--- src/rtl/lorc_defs.vh ---
`ifndef LORC_DEFS_VH
`define LORC_DEFS_VH

// --------------------------------------------------------------
// holding register addresses
// --------------------------------------------------------------
`define LORC_ADDR_MODE 16'h114A
`define LORC_ADDR_SRC_A 16'h1150
`define LORC_ADDR_SRC_B 16'h1151
`define LORC_ADDR_FUNC 16'h1152
`define LORC_ADDR_TERM_ON 16'h1153
`define LORC_ADDR_TERM_OFF 16'h1154
`define LORC_ADDR_RELAY_ON 16'h1157
`define LORC_ADDR_RELAY_OFF 16'h1158

// --------------------------------------------------------------
// reset values
// --------------------------------------------------------------
`define LORC_RST_MODE 16'h0000
`define LORC_RST_SRC 16'h0000
`define LORC_RST_FUNC 16'h0000
`define LORC_RST_DELAY 16'h0000

// --------------------------------------------------------------
// codes and legal limits
// --------------------------------------------------------------
`define LORC_MODE_RISE_STOP 16'h0000
`define LORC_MODE_FALL_STOP 16'h0001
`define LORC_MODE_RISE_NORUN 16'h0002
`define LORC_FUNC_AND 16'h0000
`define LORC_FUNC_OR 16'h0001
`define LORC_FUNC_XOR 16'h0002
`define LORC_SRC_MAX_LOW 16'h0008
`define LORC_SRC_CODE_10 16'h000A
`define LORC_SRC_CODE_43 16'h002B
`define LORC_DELAY_MAX 16'h03E8

// --------------------------------------------------------------
// timing: delay step 0.1 s, clock period 40 ns
// --------------------------------------------------------------
`define LORC_STEP_NS 100000000
`define LORC_CLK_NS 40
`define LORC_STEP_CYCLES (`LORC_STEP_NS / `LORC_CLK_NS)

`endif

--- src/rtl/lorc_delay.v ---
`timescale 1ns/10ps
`default_nettype none

// on/off delay filter: output follows the source only after the
// source has held its new level for the programmed number of steps
module lorc_delay #(
	parameter WIDTH = 16
) (
	input wire clock,
	input wire rst_n,
	input wire step_tick,
	input wire source,
	input wire [WIDTH-1:0] on_steps,
	input wire [WIDTH-1:0] off_steps,
	output reg delayed
);

	reg [WIDTH-1:0] count;
	wire [WIDTH-1:0] limit;

	// rising change uses the on time, falling uses the off time
	assign limit = source ? on_steps : off_steps;

	// ------------------------------------------------------
	// step counter
	// ------------------------------------------------------
	// RULE7 RULE8 RULE9 RULE10 timed change
	// RULE11 restart on bounce
	always @(posedge clock) begin
		if (!rst_n) begin
			count <= {WIDTH{1'b0}};
			delayed <= 1'b0;
		end else if (source == delayed) begin
			count <= {WIDTH{1'b0}}; // source back: restart
		end else if (count >= limit) begin
			count <= {WIDTH{1'b0}};
			delayed <= source;
		end else if (step_tick) begin
			count <= count + {{(WIDTH-1){1'b0}}, 1'b1};
		end
	end

endmodule

`default_nettype wire

--- src/rtl/lorc_top.v ---
`timescale 1ns/10ps
`default_nettype none
`include "lorc_defs.vh"

// Operation
// RULE1 - Mode 0: rising clear edge clears a trip and stops a running drive.
// RULE2 - Mode 1: falling clear edge clears a trip and stops a running drive.
// RULE3 - Mode 2: a rising clear edge clears a trip unless the drive runs.
// RULE4 - Mode takes only 0, 1 or 2; the bench master also writes 3, which is refused.
// RULE5 - Two selectors pick status inputs A and B by codes 0-8, 10 and 43.
// RULE6 - The combiner gives A AND B, A OR B or A XOR B for codes 0, 1, 2.
// RULE7 - Terminal turn-on waits a delay of 0 to 1000 steps of 0.1 s.
// RULE8 - Terminal turn-off waits its own delay of 0 to 1000 steps of 0.1 s.
// RULE9 - Relay energizing waits a delay of 0 to 1000 steps of 0.1 s.
// RULE10 - Relay de-energizing has its own delay of 0 to 1000 steps of 0.1 s.
// RULE11 - Each delay restarts on a source change; short pulses are dropped.
// RULE12 - An out-of-range write is refused and the old setting is kept.
module lorc_top #(
	parameter STEP_CYCLES = `LORC_STEP_CYCLES,
	parameter STATUS_W = 44
) (
	input wire clock,
	input wire rst_n,
	input wire [15:0] reg_addr,
	input wire [15:0] reg_wdata,
	input wire reg_write,
	input wire reg_read,
	output reg [15:0] reg_rdata,
	output reg reg_done,
	output reg reg_error,
	input wire trip_clear_input,
	input wire drive_running,
	input wire [STATUS_W-1:0] status_signals,
	input wire relay_source,
	output reg trip_clear,
	output reg drive_stop,
	output reg logic_output,
	output wire terminal_output,
	output wire relay_output
);

	// ------------------------------------------------------
	// settings
	// ------------------------------------------------------
	reg [15:0] reset_response_mode;
	reg [15:0] combiner_source_a;
	reg [15:0] combiner_source_b;
	reg [15:0] combiner_function;
	reg [15:0] terminal_on_delay;
	reg [15:0] terminal_off_delay;
	reg [15:0] relay_on_delay;
	reg [15:0] relay_off_delay;

	reg [31:0] step_count;
	reg step_tick;
	reg clear_meta;
	reg clear_sync;
	reg clear_last;
	reg next_logic;
	reg addr_known;
	reg value_ok;
	wire clear_rise;
	wire clear_fall;
	wire sel_a;
	wire sel_b;

	// source code legal: 0..8, 10 or 43
	function src_legal;
		input [15:0] code;
		begin
			src_legal = (code <= `LORC_SRC_MAX_LOW) ||
				(code == `LORC_SRC_CODE_10) ||
				(code == `LORC_SRC_CODE_43);
		end
	endfunction

	// pick one status signal by code; codes past the vector read 0
	function pick_status;
		input [15:0] code;
		input [STATUS_W-1:0] bits;
		integer i;
		begin
			pick_status = 1'b0;
			for (i = 0; i < STATUS_W; i = i + 1) begin
				if (code == i[15:0])
					pick_status = bits[i];
			end
		end
	endfunction

	// ------------------------------------------------------
	// address decode and range check
	// ------------------------------------------------------
	// RULE4 mode range
	// RULE12 range check
	always @* begin
		addr_known = 1'b1;
		value_ok = 1'b0;
		case (reg_addr)
		`LORC_ADDR_MODE: begin
			value_ok = reg_wdata <= `LORC_MODE_RISE_NORUN;
		end
		`LORC_ADDR_SRC_A, `LORC_ADDR_SRC_B: begin
			value_ok = src_legal(reg_wdata);
		end
		`LORC_ADDR_FUNC: begin
			value_ok = reg_wdata <= `LORC_FUNC_XOR;
		end
		`LORC_ADDR_TERM_ON, `LORC_ADDR_TERM_OFF,
		`LORC_ADDR_RELAY_ON, `LORC_ADDR_RELAY_OFF: begin
			value_ok = reg_wdata <= `LORC_DELAY_MAX;
		end
		default: begin
			addr_known = 1'b0;
		end
		endcase
	end

	// ------------------------------------------------------
	// register writes
	// ------------------------------------------------------
	// RULE12 refused write keeps value
	always @(posedge clock) begin
		if (!rst_n) begin
			reset_response_mode <= `LORC_RST_MODE;
			combiner_source_a <= `LORC_RST_SRC;
			combiner_source_b <= `LORC_RST_SRC;
			combiner_function <= `LORC_RST_FUNC;
			terminal_on_delay <= `LORC_RST_DELAY;
			terminal_off_delay <= `LORC_RST_DELAY;
			relay_on_delay <= `LORC_RST_DELAY;
			relay_off_delay <= `LORC_RST_DELAY;
		end else if (reg_write && addr_known && value_ok) begin
			case (reg_addr)
			`LORC_ADDR_MODE: reset_response_mode <= reg_wdata;
			`LORC_ADDR_SRC_A: combiner_source_a <= reg_wdata;
			`LORC_ADDR_SRC_B: combiner_source_b <= reg_wdata;
			`LORC_ADDR_FUNC: combiner_function <= reg_wdata;
			`LORC_ADDR_TERM_ON: terminal_on_delay <= reg_wdata;
			`LORC_ADDR_TERM_OFF: terminal_off_delay <= reg_wdata;
			`LORC_ADDR_RELAY_ON: relay_on_delay <= reg_wdata;
			`LORC_ADDR_RELAY_OFF: relay_off_delay <= reg_wdata;
			default: reset_response_mode <= reset_response_mode;
			endcase
		end
	end

	// ------------------------------------------------------
	// read data and access answer
	// ------------------------------------------------------
	// one cycle after the strobe; write has priority over read
	always @(posedge clock) begin
		if (!rst_n) begin
			reg_rdata <= 16'h0000;
			reg_done <= 1'b0;
			reg_error <= 1'b0;
		end else begin
			reg_done <= reg_write | reg_read;
			reg_error <= reg_write ? !(addr_known && value_ok) :
				(reg_read && !addr_known);
			if (reg_read && !reg_write) begin
				case (reg_addr)
				`LORC_ADDR_MODE: reg_rdata <= reset_response_mode;
				`LORC_ADDR_SRC_A: reg_rdata <= combiner_source_a;
				`LORC_ADDR_SRC_B: reg_rdata <= combiner_source_b;
				`LORC_ADDR_FUNC: reg_rdata <= combiner_function;
				`LORC_ADDR_TERM_ON: reg_rdata <= terminal_on_delay;
				`LORC_ADDR_TERM_OFF: reg_rdata <= terminal_off_delay;
				`LORC_ADDR_RELAY_ON: reg_rdata <= relay_on_delay;
				`LORC_ADDR_RELAY_OFF: reg_rdata <= relay_off_delay;
				default: reg_rdata <= 16'h0000;
				endcase
			end
		end
	end

	// ------------------------------------------------------
	// trip-clear input: synchronise and detect edges
	// ------------------------------------------------------
	// the pin is asynchronous, so two flops before any edge logic
	always @(posedge clock) begin
		if (!rst_n) begin
			clear_meta <= 1'b0;
			clear_sync <= 1'b0;
			clear_last <= 1'b0;
		end else begin
			clear_meta <= trip_clear_input;
			clear_sync <= clear_meta;
			clear_last <= clear_sync;
		end
	end

	assign clear_rise = clear_sync && !clear_last;
	assign clear_fall = !clear_sync && clear_last;

	// ------------------------------------------------------
	// reset response by mode
	// ------------------------------------------------------
	always @(posedge clock) begin
		if (!rst_n) begin
			trip_clear <= 1'b0;
			drive_stop <= 1'b0;
		end else begin
			case (reset_response_mode)
			// RULE1 rising edge, stop
			`LORC_MODE_RISE_STOP: begin
				trip_clear <= clear_rise;
				drive_stop <= clear_rise && drive_running;
			end
			// RULE2 falling edge, stop
			`LORC_MODE_FALL_STOP: begin
				trip_clear <= clear_fall;
				drive_stop <= clear_fall && drive_running;
			end
			// RULE3 ignored while running
			`LORC_MODE_RISE_NORUN: begin
				trip_clear <= clear_rise && !drive_running;
				drive_stop <= 1'b0;
			end
			default: begin
				trip_clear <= 1'b0;
				drive_stop <= 1'b0;
			end
			endcase
		end
	end

	// ------------------------------------------------------
	// combiner
	// ------------------------------------------------------
	// RULE5 source selectors
	assign sel_a = pick_status(combiner_source_a, status_signals);
	assign sel_b = pick_status(combiner_source_b, status_signals);

	// RULE6 logic function
	always @* begin
		case (combiner_function)
		`LORC_FUNC_AND: next_logic = sel_a & sel_b;
		`LORC_FUNC_OR: next_logic = sel_a | sel_b;
		`LORC_FUNC_XOR: next_logic = sel_a ^ sel_b;
		default: next_logic = 1'b0;
		endcase
	end

	always @(posedge clock) begin
		if (!rst_n)
			logic_output <= 1'b0;
		else
			logic_output <= next_logic;
	end

	// ------------------------------------------------------
	// 0.1 s step timebase shared by both delays
	// ------------------------------------------------------
	always @(posedge clock) begin
		if (!rst_n) begin
			step_count <= 32'h00000000;
			step_tick <= 1'b0;
		end else if (step_count >= STEP_CYCLES - 1) begin
			step_count <= 32'h00000000;
			step_tick <= 1'b1;
		end else begin
			step_count <= step_count + 32'h00000001;
			step_tick <= 1'b0;
		end
	end

	// ------------------------------------------------------
	// output terminal and relay delays
	// ------------------------------------------------------
	// RULE7 RULE8 terminal delays
	lorc_delay #(.WIDTH(16)) u_terminal (
		.clock(clock),
		.rst_n(rst_n),
		.step_tick(step_tick),
		.source(logic_output),
		.on_steps(terminal_on_delay),
		.off_steps(terminal_off_delay),
		.delayed(terminal_output)
	);

	// RULE9 RULE10 relay delays
	lorc_delay #(.WIDTH(16)) u_relay (
		.clock(clock),
		.rst_n(rst_n),
		.step_tick(step_tick),
		.source(relay_source),
		.on_steps(relay_on_delay),
		.off_steps(relay_off_delay),
		.delayed(relay_output)
	);

endmodule

`default_nettype wire

--- config.mk ---
export PLATFORM = sky130hd
export DESIGN_NAME = lorc_top
export DESIGN_NICKNAME = d
export VERILOG_FILES = /design/src/rtl/lorc_delay.v /design/src/rtl/lorc_top.v
export VERILOG_INCLUDE_DIRS = /design/src /design/src/rtl
export SDC_FILE = /design/constraint.sdc
export NUM_CORES = 1
export LEC_CHECK = 0
export BUFFER_PORTS_ARGS = -buffer_cell sky130_fd_sc_hd__buf_2
export CAP_MARGIN = 10
export CORE_MARGIN = 2
export CORE_UTILIZATION = 58
export CTS_CLUSTER_DIAMETER = 200
export CTS_CLUSTER_SIZE = 12
export DETAILED_ROUTE_END_ITERATION = 10
export GPL_ROUTABILITY_DRIVEN = 0
export GPL_TIMING_DRIVEN = 0
export PLACE_DENSITY = 0.85
export SYNTH_ARGS = -nofsm -noshare
export SYNTH_HDL_FRONTEND = slang
export SYNTH_SLANG_ARGS = --single-unit
--- constraint.sdc ---
create_clock -name clock -period 4.45 [get_ports clock]
set_clock_uncertainty 0.05 [all_clocks]
set_input_delay 0 -clock clock [delete_from_list [all_inputs] [get_ports clock]]
set_output_delay 0 -clock clock [all_outputs]
set_load 0.01 [all_outputs]
==> flow_summary.yaml <==
die:
  die-area_um2: 20000
  num_io_pins: 106
  rows: 50
  initial_utilization_pct: 58.9
  die_width_um: 142
  core_area_um2: 18600
  fp.dieH_um: 142
grt:
  grt_overflow: 0
  met1_usage_pct: 41.8
  grtUsageMet3_pct: 4.45
  grt_pass1_wl_mm: 50.4
  grt_max_degree: 13
  grt_pass1_vias: 9795
  top_usage_layer: "met2"
  antenna_found_initial: 0
  use_met2_pct: 49.8
  track_usage_pct: 30.9
power_and_ir_drop:
  p_int_w: 0.00295
  power_switching_share_pct: 22.9
  p_leak_nw: 4.89
  seqPwrFrac_pct: 52.0
  power.share.clock_pct: 42.4
  comb_power_share_pct: 5.6
  ir_drop_v: 0.000318
  switching_power_w: 0.000875
  power_density_nw_per_um2: 305
placement:
  detailedPlace.worstSlack_ns: 0.112
  placement.cell_area_um2: 11800
  dp_cells: 1596
  portBuffers: 100
  hpwlAfterDp_mm: 23.4
yosys:
  synth_top_family_by_area: "simple AND/OR/NAND/NOR gates"
  synth_area_um2: 11000
  yosysSeqAreaShare_pct: 40.0
  synth_warnings: 0
  ys_ff_latch: 219
  ys_types: 75
  synthArstFlopShare_pct: 0
  ys.flop_type: "dfxtp_1"
  syn_avg_cell_area_um2: 8.76
  synth-simple-area-share_pct: 24.2
  yosysMostFrequentCell: "dfxtp_1"
  synth_compound_area_share_pct: 17.1
  synth-edff-count: 0
  synth_fa_ha_area_share_pct: 4.22
  synth-xor-area-share_pct: 4.07
  synth_mux_area_share_pct: 6.11
  synth_top_area_share_pct: 40.0
  synthCells: 1253
  yosysTopAreaCell: "dfxtp_1"
  synth_area_leaders: "dfxtp_1 (40%), and3_1 (4.6%), mux2i_1 (4.5%), nand2_1 (4.3%), ha_1 (4.2%)"
  synth_commonest_cells: "dfxtp_1 (219), nand2_1 (125), nor2_1 (99)"
layout:
  num-nets-final: 1525
  syn_to_final_growth_pct: 14.6
  drive_gt1_share_pct: 12.7
  diodes: 0
  finalNonFillerCells: 1639
  stdcell_area_um2: 12600
route:
  ant_nets: 0
  totalWireLength_mm: 31.7
  via_count: 10400
  drt_iter0_drc: 1162
  drt-wirelength-per-cell_um: 19.3
  vias_per_cell: 6.37
  drc_errors: 0
  firstDrtPassIters: 8
clocking:
  clock-sinks: 219
  clk_pin_slew_ns: 0.06
  ctsRootBufferMaster: "clkbuf_16"
  cts_tree: "done"
  clk_latency_ns: 0.52
  cts_made_buffers: 22
  postCtsSetupRepairBufs: 0
  clk_path_buf_depth: 3
  htreeDepth: 1
timing:
  setup_viol: 0
  slew_violations: 0
  worst_pin_slew_ns: 1.07
  fmax_mhz: 237
  setup_tns_ns: 0
  final.setup.worst_slack_ns: 0.225
  final.period_utilization_pct: 94.9
  relSlewSlack_pct: 28.4
  rsz0062_at_grt: "no"
  fin_crit_ns: 4.23
  finalHoldViolCount: 0
critical_path:
  start_kind: "flip-flop"
  crit_chain: "clkbuf_1 > clkbuf_2 > mux2i_1 > ha_1 > a21o_1 > a21o_1 > a21o_1 > or4_1 > a31oi_1 > o211ai_1 > clkbuf_1 > nor2_1"
  cpMostUsedCell: "a21o_1"
  cp_max_fo: 10
  worstRegToRegCells: 12
  cp-end-kind: "flip-flop"
  critPathRequiredTime_ns: 4.84
  crit_slowest_cell: "clkbuf_1"
  cp_slowest_stage_delay_ns: 0.52
  worst_ep_arrival_time_ns: 4.61
  critical_path_class: "reg2reg"
min_path:
  min_path_cells: 6
  hold_class: "in2reg"
run_status:
  outcome: "finished, final reports clean"
run:
  cap_violations: 0
## placed cells by master (no fill, tap or decap), drive strengths merged, types with 6 or more instances in the layout
| cell type | instances |
|---|---|
| nand2 | 129 |
| a21oi | 30 |
| and3 | 82 |
| or3 | 7 |
| nor3 | 20 |
| buf | 120 |
| nand4 | 15 |
| a222oi | 16 |
| o21a | 6 |
| xnor2 | 16 |
| o22ai | 6 |
| xor2 | 35 |
| ha | 37 |
| dlygate4sd3 | 19 |
| a21boi | 46 |
| a221oi | 19 |
| nor2 | 101 |
| and2 | 6 |
| a31oi | 26 |
| a22oi | 19 |
| nor2b | 16 |
| or4 | 8 |
| o21ai | 61 |
| mux2 | 8 |
| nor3b | 7 |
| inv | 28 |
| a211oi | 8 |
| nand2b | 15 |
| clkbuf | 83 |
| conb | 10 |
| nand3 | 53 |
| nor4 | 19 |
| mux2i | 49 |
| dfxtp | 219 |
## power by group through the flow
| stage | Clock, W | Combinational [W] | Sequential [W] |
|---|---|---|---|
| after floorplan | 0 | 0.0000960 | 0.00203 |
| after global placement | 0 | 0.000192 | 0.00203 |
| after detailed placement | 0 | 0.000196 | 0.00203 |
| after CTS | 0.00164 | 0.000209 | 0.00199 |
| after global routing | 0.00170 | 0.000231 | 0.00199 |
| final | 0.00162 | 0.000216 | 0.00199 |
## worst paths after layout
check	from	endpoint	slack (ns)
min	reg_wdata[11]	combiner_source_b[3]	0.006
max	logic_output	u_terminal.count[9]	0.22
max reg2reg	logic_output	u_terminal.count[9]	0.22
min reg2reg	clear_meta	clear_sync	0.39
## metrics by stage
step	util [%]	total power, W	hold WS [ns]
after global routing	67.4	0.00392	0.0536
after CTS	67.4	0.00384	0.00635
final	67.4	0.00383	0.00640
after global placement	63.3	0.00222	0.169
after detailed placement	63.3	0.00223	0.172
after floorplan	-	0.00213	0.0773
## flip-flops by register name, summed over array words and instances, names as in the netlist, 16 cells and up
name,count
combiner_function,16
combiner_source_a,16
combiner_source_b,16
reg_rdata,16
relay_off_delay,16
relay_on_delay,16
reset_response_mode,16
step_count,32
terminal_off_delay,16
terminal_on_delay,16
u_relay.count,16
u_terminal.count,16
## critical path, delay by kind of cell (launching register included)
family / cells / cell delay, ns
flip-flops: 1 / 0.43
adder cells (fa/ha/maj): 1 / 0.29
buffers and inverters: 3 / 1.30
multiplexers: 1 / 0.31
AND/OR/NAND/NOR: 2 / 0.71
AO/OA/AOI/OAI: 5 / 1.05
## timing repair
action | in CTS | in global routing
endpoints found under the setup margin | 0 | 10
resized for setup | 0 | 1
hold buffers | 19 | 0
hold endpoints to repair | 50 | 0
## logic make-up after synthesis
kind of cell               after synthesis
and+or+nand+nor                        504
AOI/OAI and AO/OA                      271
DFF                                    219
buffers and inverters                  109
muxes                                   61
xor gates and xnor gates                51
adders and majority gates               37
other                                    1
## metal layers
layer / up-vias / wire [µm]
met5: - / 0
met4: 0 / 1530
met3: 133 / 2720
met2: 590 / 14000
met1: 4865 / 13400
li1: 4854 / -
## layout make-up
class / count / area, µm²
inverter: 28 / 105
tap: 234 / 293
clock inverter: 2 / 27.5
buffer: 81 / 364
multi-input combinational: 934 / 6150
sequential: 219 / 4380
clock buffer: 22 / 551
fill: 1489 / 6070
timing repair buffer: 119 / 691
Note: power is estimated with default switching activity, not from simulation.
